`config.mk`:
```
export PLATFORM = sky130hd
export DESIGN_NAME = pvsir_regs
export DESIGN_NICKNAME = d
export VERILOG_FILES = /design/src/pvsir_pkg.sv /design/src/pvsir_energy_timer.sv /design/src/pvsir_regs.sv
export SDC_FILE = /design/constraint.sdc
export NUM_CORES = 1
export LEC_CHECK = 0
export BUFFER_PORTS_ARGS = -buffer_cell sky130_fd_sc_hd__buf_2
export CORE_UTILIZATION = 40
export CTS_CLUSTER_SIZE = 40
export DETAILED_ROUTE_END_ITERATION = 8
export PLACE_DENSITY_LB_ADDON = 0.12
export SLEW_MARGIN = 20
export SYNTH_ARGS = -nofsm -noshare
export SYNTH_HDL_FRONTEND = slang
export SYNTH_SLANG_ARGS = --single-unit
```
`constraint.sdc`:
```
create_clock -name ref_clk -period 2.4 [get_ports ref_clk]
set_clock_uncertainty 0.15 [all_clocks]
set_input_delay 0.48 -clock ref_clk [delete_from_list [all_inputs] [get_ports ref_clk]]
set_output_delay 0.48 -clock ref_clk [all_outputs]
set_load 0.02 [all_outputs]
```
`src/pvsir_pkg.sv`:
```
// Constants for the vendor status and interrupt register bank
// Operation
// - Count bad 100TX symbols, idles included
// - At most one count per packet
// - Count wraps from maximum to zero
// - Count resets zero, reading never clears
// - No counting in 10BASE-T mode
// - Bit 15 one disables auto crossover
// - Manual select: zero MDI, one MDIX
// - Bit 4 reports reversed 10BASE-T polarity
// - Latch energy, negotiation done, remote fault
// - Latch link down, ack, fault, page
// - Mask bits enable sources, reset masked
// - Bit 12 shows negotiation done
// - Reserved bits 11:5 reset to 0000010b
// - Bits 4:2 encode speed and duplex
// - Energy status drops after 256 ms
package pvsir_pkg;
  // ==========================================
  // Register indexes
  localparam logic [4:0] IDX_SYMBOL_ERROR_COUNT = 5'h1a;
  localparam logic [4:0] IDX_CROSSOVER_POLARITY_CONTROL = 5'h1b;
  localparam logic [4:0] IDX_INTERRUPT_SOURCE_FLAGS = 5'h1d;
  localparam logic [4:0] IDX_INTERRUPT_ENABLE_MASK = 5'h1e;
  localparam logic [4:0] IDX_NEGOTIATION_RESULT_STATUS = 5'h1f;
  // ==========================================
  // Field positions
  localparam int AUTO_XOVER_DISABLE_BIT = 15;
  localparam int MANUAL_XOVER_SELECT_BIT = 13;
  localparam int RX_POLARITY_BIT = 4;
  localparam int NEG_DONE_BIT = 12;
  localparam int RSVD_HI = 11;
  localparam int RSVD_LO = 5;
  localparam int SPEED_HI = 4;
  localparam int SPEED_LO = 2;
  localparam int FLAG_HI = 7;
  localparam int FLAG_LO = 1;
  // ==========================================
  // Reset values
  localparam logic [15:0] SYMBOL_COUNT_RESET = 16'h0000;
  localparam logic [6:0] FLAGS_RESET = 7'h00;
  localparam logic [6:0] MASK_RESET = 7'h00;
  localparam logic [6:0] RSVD_STATUS_RESET = 7'h02;
  // ==========================================
  // Timing
  localparam int CLK_HZ = 10_000_000;
  localparam int ENERGY_TIMEOUT_MS = 256;
  localparam int ENERGY_TIMEOUT_CYCLES = (CLK_HZ / 1000) * ENERGY_TIMEOUT_MS;
  localparam int ENERGY_COUNT_W = 22;
endpackage

```
`src/pvsir_energy_timer.sv`:
```
// Line energy presence timer
module pvsir_energy_timer
  import pvsir_pkg::*;
#(
  parameter int TIMEOUT_CYCLES = ENERGY_TIMEOUT_CYCLES
)
(
  // Clock and reset
  input wire logic ref_clk,
  input wire logic reset_n,
  // Energy input, already synchronised
  input wire logic energy_seen,
  // Status
  output logic line_energy_present
);
  logic [ENERGY_COUNT_W-1:0] idle_count_reg;

  // ==========================================
  // Quiet time counter
  always_ff @(posedge ref_clk or negedge reset_n)
  begin
    if (!reset_n)
    begin
      idle_count_reg <= '0;
      line_energy_present <= 1'b1;
    end
    else if (energy_seen)
    begin
      idle_count_reg <= '0;
      line_energy_present <= 1'b1;
    end
    else if (idle_count_reg >= ENERGY_COUNT_W'(TIMEOUT_CYCLES - 1))
    begin
      line_energy_present <= 1'b0;
    end
    else
    begin
      idle_count_reg <= idle_count_reg + 1'b1;
    end
  end
endmodule

```
`src/pvsir_regs.sv`:
```
// Vendor status, crossover and interrupt register bank
module pvsir_regs
  import pvsir_pkg::*;
#(
  parameter int ENERGY_TIMEOUT = ENERGY_TIMEOUT_CYCLES
)
(
  // Clock and reset
  input wire logic ref_clk,
  input wire logic reset_n,
  // Management register access
  input wire logic [4:0] reg_index,
  input wire logic reg_write,
  input wire logic reg_read,
  input wire logic [15:0] reg_wdata,
  output logic [15:0] reg_rdata,
  // Line side status from the receive logic
  input wire logic mode_100tx,
  input wire logic packet_end,
  input wire logic bad_symbol,
  input wire logic rx_polarity_in,
  input wire logic line_energy,
  input wire logic neg_done_in,
  input wire logic [2:0] speed_duplex_in,
  // Line side events
  input wire logic remote_fault_event,
  input wire logic link_lost_event,
  input wire logic partner_ack_event,
  input wire logic parallel_fault_event,
  input wire logic page_received_event,
  // Control, status and interrupt outputs
  output logic auto_crossover_disable,
  output logic crossover_swapped,
  output logic line_energy_present,
  output logic interrupt_out
);
  logic [1:0] energy_sync_reg;
  logic [1:0] polarity_sync_reg;
  logic [1:0] done_sync_reg;
  logic [2:0] speed_sync0_reg;
  logic [2:0] speed_sync1_reg;
  logic [15:0] bad_symbol_count;
  logic packet_bad_reg;
  logic manual_crossover_select;
  logic rx_polarity_reversed;
  logic [6:0] flags_reg;
  logic [6:0] mask_reg;
  logic [6:0] rsvd_status_reg;
  logic negotiation_done;
  logic [2:0] resolved_speed_duplex;
  logic energy_prev_reg;
  logic done_prev_reg;
  logic energy_present_w;
  logic [6:0] event_vec;
  logic flags_read;
  logic [15:0] rdata_next;

  function automatic logic hit(input logic [4:0] idx, input logic [4:0] want);
    hit = (idx == want);
  endfunction

  // ==========================================
  // Synchronisers for asynchronous line status
  always_ff @(posedge ref_clk or negedge reset_n)
  begin
    if (!reset_n)
    begin
      energy_sync_reg <= 2'h0;
      polarity_sync_reg <= 2'h0;
      done_sync_reg <= 2'h0;
      speed_sync0_reg <= 3'h0;
      speed_sync1_reg <= 3'h0;
    end
    else
    begin
      energy_sync_reg <= {energy_sync_reg[0], line_energy};
      polarity_sync_reg <= {polarity_sync_reg[0], rx_polarity_in};
      done_sync_reg <= {done_sync_reg[0], neg_done_in};
      speed_sync0_reg <= speed_duplex_in;
      speed_sync1_reg <= speed_sync0_reg;
    end
  end

  pvsir_energy_timer #(.TIMEOUT_CYCLES(ENERGY_TIMEOUT)) u_energy
  (
    .ref_clk(ref_clk),
    .reset_n(reset_n),
    .energy_seen(energy_sync_reg[1]),
    .line_energy_present(energy_present_w)
  );

  // ==========================================
  // Status capture
  always_ff @(posedge ref_clk or negedge reset_n)
  begin
    if (!reset_n)
    begin
      rx_polarity_reversed <= 1'b0;
      negotiation_done <= 1'b0;
      resolved_speed_duplex <= 3'h0;
      line_energy_present <= 1'b1;
      energy_prev_reg <= 1'b1;
      done_prev_reg <= 1'b0;
    end
    else
    begin
      rx_polarity_reversed <= polarity_sync_reg[1];
      negotiation_done <= done_sync_reg[1];
      resolved_speed_duplex <= speed_sync1_reg;
      line_energy_present <= energy_present_w;
      energy_prev_reg <= energy_present_w;
      done_prev_reg <= done_sync_reg[1];
    end
  end

  // ==========================================
  // Bad symbol counter
  always_ff @(posedge ref_clk or negedge reset_n)
  begin
    if (!reset_n)
    begin
      bad_symbol_count <= SYMBOL_COUNT_RESET;
      packet_bad_reg <= 1'b0;
    end
    else if (!mode_100tx)
    begin
      packet_bad_reg <= 1'b0;
    end
    else
    begin
      // One mark per packet, counted when the packet ends
      if (packet_end)
      begin
        packet_bad_reg <= 1'b0;
        if (packet_bad_reg || bad_symbol)
        begin
          bad_symbol_count <= bad_symbol_count + 16'h0001;
        end
      end
      else if (bad_symbol)
      begin
        packet_bad_reg <= 1'b1;
      end
    end
  end

  // ==========================================
  // Crossover control
  always_ff @(posedge ref_clk or negedge reset_n)
  begin
    if (!reset_n)
    begin
      auto_crossover_disable <= 1'b0;
      manual_crossover_select <= 1'b0;
      crossover_swapped <= 1'b0;
    end
    else
    begin
      if (reg_write && hit(reg_index, IDX_CROSSOVER_POLARITY_CONTROL))
      begin
        auto_crossover_disable <= reg_wdata[AUTO_XOVER_DISABLE_BIT];
        manual_crossover_select <= reg_wdata[MANUAL_XOVER_SELECT_BIT];
      end
      // Manual channel only when auto crossover is off
      crossover_swapped <= auto_crossover_disable & manual_crossover_select;
    end
  end

  // ==========================================
  // Interrupt sources, mask and output
  assign event_vec = {energy_present_w & ~energy_prev_reg,
                      done_sync_reg[1] & ~done_prev_reg,
                      remote_fault_event,
                      link_lost_event,
                      partner_ack_event,
                      parallel_fault_event,
                      page_received_event};
  assign flags_read = reg_read && hit(reg_index, IDX_INTERRUPT_SOURCE_FLAGS);

  always_ff @(posedge ref_clk or negedge reset_n)
  begin
    if (!reset_n)
    begin
      flags_reg <= FLAGS_RESET;
    end
    else if (flags_read)
    begin
      flags_reg <= event_vec;
    end
    else
    begin
      flags_reg <= flags_reg | event_vec;
    end
  end

  always_ff @(posedge ref_clk or negedge reset_n)
  begin
    if (!reset_n)
    begin
      mask_reg <= MASK_RESET;
    end
    else if (reg_write && hit(reg_index, IDX_INTERRUPT_ENABLE_MASK))
    begin
      mask_reg <= reg_wdata[FLAG_HI:FLAG_LO];
    end
  end

  // ==========================================
  // Reserved status field, stored as written
  always_ff @(posedge ref_clk or negedge reset_n)
  begin
    if (!reset_n)
    begin
      rsvd_status_reg <= RSVD_STATUS_RESET;
    end
    else if (reg_write && hit(reg_index, IDX_NEGOTIATION_RESULT_STATUS))
    begin
      rsvd_status_reg <= reg_wdata[RSVD_HI:RSVD_LO];
    end
  end

  always_ff @(posedge ref_clk or negedge reset_n)
  begin
    if (!reset_n)
    begin
      interrupt_out <= 1'b0;
    end
    else
    begin
      interrupt_out <= |(flags_reg & mask_reg);
    end
  end

  // ==========================================
  // Read data, registered one cycle after the read strobe
  always_comb
  begin
    rdata_next = 16'h0000;
    unique case (reg_index)
      IDX_SYMBOL_ERROR_COUNT:
      begin
        rdata_next = bad_symbol_count;
      end
      IDX_CROSSOVER_POLARITY_CONTROL:
      begin
        rdata_next[AUTO_XOVER_DISABLE_BIT] = auto_crossover_disable;
        rdata_next[MANUAL_XOVER_SELECT_BIT] = manual_crossover_select;
        rdata_next[RX_POLARITY_BIT] = rx_polarity_reversed;
      end
      IDX_INTERRUPT_SOURCE_FLAGS:
      begin
        rdata_next[FLAG_HI:FLAG_LO] = flags_reg;
      end
      IDX_INTERRUPT_ENABLE_MASK:
      begin
        rdata_next[FLAG_HI:FLAG_LO] = mask_reg;
      end
      IDX_NEGOTIATION_RESULT_STATUS:
      begin
        rdata_next[NEG_DONE_BIT] = negotiation_done;
        rdata_next[RSVD_HI:RSVD_LO] = rsvd_status_reg;
        rdata_next[SPEED_HI:SPEED_LO] = resolved_speed_duplex;
      end
      default:
      begin
        rdata_next = 16'h0000;
      end
    endcase
  end

  always_ff @(posedge ref_clk or negedge reset_n)
  begin
    if (!reset_n)
    begin
      reg_rdata <= 16'h0000;
    end
    else if (reg_read)
    begin
      reg_rdata <= rdata_next;
    end
  end
endmodule

```
==> results.cfg <==
[outcome]
status = completed

[grt]
antenna_found_initial = 0
grt_overflow = 0
grt_pass1_vias = 3433
grt_use_met3_pct = 3.38
met1_usage_pct = 27.5
track_usage_pct = 18.9
busiest_layer = met2
met2_usage_pct = 29.3
grt_max_degree = 44
grt_pass1_wl_um = 17100

[final_layout]
final_cell_mix = dfrtp_1, buf_2, nand3_1
areaGrowthSynthToFinish_pct = 18.3
layout-drive-gt1-share_pct = 23.4
final_common_cell = dfrtp_1
largest_register_ffs = 22
antenna_cells = 0
fin_nets = 524

[clock_network]
cts_tree = yes
numClockSinks = 99
worstSkewPairLatency_ns = 0.34
cts_root_buf = clkbuf_16
numCtsBuffers = 9
cts.path.max_buffers = 2
cts_htree_levels = 3
cts.clk_slew.worst_paths_ns = 0.07

[job]
cap_violations = 0

[die]
die_h_um = 108
start_util_pct = 41.3
io_pins = 59
die-width_um = 108
rows = 38
die-area_sq_mm = 0.0117
core-area_sq_mm = 0.0109

[pwr]
pwr-share-seq_pct = 52.4
power_frac_comb_pct = 9.7
irDropWorstVdd_v = 0.000299
power_frac_clock_pct = 37.9
cellPowerDensity_mw_per_mm2 = 689
power.switching_mw = 0.961
internal_power_mw = 2.72
switching_share_pct = 26.1
static-leakage-power_nw = 2.33

[sta]
whs_ns = 0.0888
final.period_utilization_pct = 90.8
fin_crit_ns = 2.18
rsz0062_at_grt = no
fin_ws_ns = 0.220
worstMarginPinSlew_ns = 0.687
finalSetupTns_ns = 0
max_freq_ghz = 0.459
setup_viol = 0
slew_headroom_pct = 54.0
slew_viol_final = 0
finalHoldViolations = 0

[synthesis]
syn-num-nets = 457
ys_dominant_reg_cell = dfrtp_1
seq_area_frac_synth_pct = 54.9
synth_cell_types = 47
syn-cell-area_sq_mm = 0.00452
synth_edf_count = 0
synth_area_per_cell_sq_um = 10.9
yosysTopAreaCell = dfrtp_1
netlist_top_cells_area = dfrtp_1, mux2_2, nand3_1
yosys_warnings = 0
synthCells = 416
ys_seq_elements = 99
async_reset_ff_share_pct = 100
yosys.area.top_type_share_pct = 53.2

[setup_path]
critPathArrivalTime_ns = 2.26
cp_max_fo = 7
cp-end-kind = flop
critPathKind = flop to flop
required_ns = 2.48
start_kind = flop

[placed_design]
dpl.hpwl_um = 7330
dp_slack_ns = 0.213
port_buffers = 55
gp_congestion = 0.756

[routing]
drt_first_pass_iters = 4
routed_wl_um = 10200
viasPerCell = 5.48
wl_per_cell_um = 16.3
drc = 0
ant_nets = 0
dr.first_iter.drc_count = 172
vias = 3443

[min_path]
min_path_type = input pin to flop
-- cell usage after synthesis (7+ instances only) --
| master | number |
|---|---|
| clkbuf_1 | 13 |
| dfrtp_1 | 96 |
| nand2_1 | 28 |
| o31ai_1 | 7 |
| o21ai_0 | 8 |
| or3_1 | 8 |
| or4_1 | 11 |
| nor2_1 | 30 |
| mux2_2 | 19 |
| nand3_1 | 36 |
| inv_1 | 13 |
| o2111ai_1 | 9 |
| nor2b_1 | 10 |
| a21oi_1 | 13 |
| xnor2_1 | 16 |
| nand4_1 | 12 |
| a221oi_1 | 8 |
-- power groups by stage --
stage | logic [mW] | registers, mW | clock network, mW
6_report | 0.358 | 1.93 | 1.40
5_1_grt | 0.404 | 1.95 | 1.49
4_1_cts | 0.364 | 1.93 | 1.44
3_5_place_dp | 0.362 | 1.96 | 0
3_3_place_gp | 0.353 | 1.96 | 0
2_1_floorplan | 0.193 | 1.95 | 0
-- metal layers --
| layer | share of wire [%] | wire, um |
|---|---|---|
| met5 | 0 | 0 |
| met4 | 0.71 | 73 |
| met3 | 3.7 | 379 |
| met2 | 45 | 4580 |
| met1 | 51 | 5220 |
-- layout make-up --
cell class	count	area (sq um)
Multi-Input combinational cell	286	1920
Clock buffer	11	243
Sequential cell	99	2480
Inverter	13	48.8
Tap cell	140	175
Timing Repair Buffer	74	435
Fill cell	1045	5590
Clock inverter	5	45.0
-- through the flow --
stage                     utilization (%)  std cells  power (mW)  instance area, sq um
after floorplan                         -        416        2.15                  4520
after global placement               46.1        611        2.31                  5050
after detailed placement             46.1        611        2.32                  5050
after CTS                            48.9        628        3.73                  5340
after global routing                 48.9        628        3.84                  5340
final                                48.9        628        3.68                  5340
-- cells by family (layout without fill, tap and decap cells) --
group / after synthesis / after routing / synth area share [%]
simple gates: 164 / 164 / 19.4
flops: 99 / 99 / 54.9
compound gates: 84 / 84 / 14.4
buf+inv: 31 / 103 / 2.69
mux: 20 / 20 / 4.96
xor+xnor: 16 / 16 / 3.10
fa+ha+maj: 2 / 2 / 0.554
-- critical path: stages (launching register included) --
cell,delay (ns)
dfrtp_1,0.44
ha_1,0.21
nand3_1,0.30
o311ai_2,0.37
buf_4,0.19
a21boi_0,0.10
mux2_2,0.31
-- what timing repair did --
action / 4_1_cts / 5_1_grt
endpoints found under the hold margin: 20 / 0
resized for setup: 0 / 0
setup buffers: 0 / 0
hold buffers: 1 / 0
-- final timing paths --
check | startpoint | slack, ns | end | depth (start not counted)
min | speed_duplex_in[1] | 0.09 | speed_sync0_reg[1]$_DFF_PN0_ | 1
max | u_energy.idle_count_reg[0]$_DFFE_PN0P_ | 0.22 | u_energy.idle_count_reg[2]$_DFFE_PN0P_ | 6
min in group asynchronous | reset_n | 0.45 | packet_bad_reg$_DFFE_PN0P_ | 2
max reg2reg | u_energy.idle_count_reg[0]$_DFFE_PN0P_ | 0.22 | u_energy.idle_count_reg[2]$_DFFE_PN0P_ | 6
max in group asynchronous | reset_n | 1.04 | energy_prev_reg$_DFF_PN1_ | 3
min reg2reg | energy_sync_reg[0]$_DFF_PN0_ | 0.20 | energy_sync_reg[1]$_DFF_PN0_ | 0
Power figures use the tool's default switching activity.
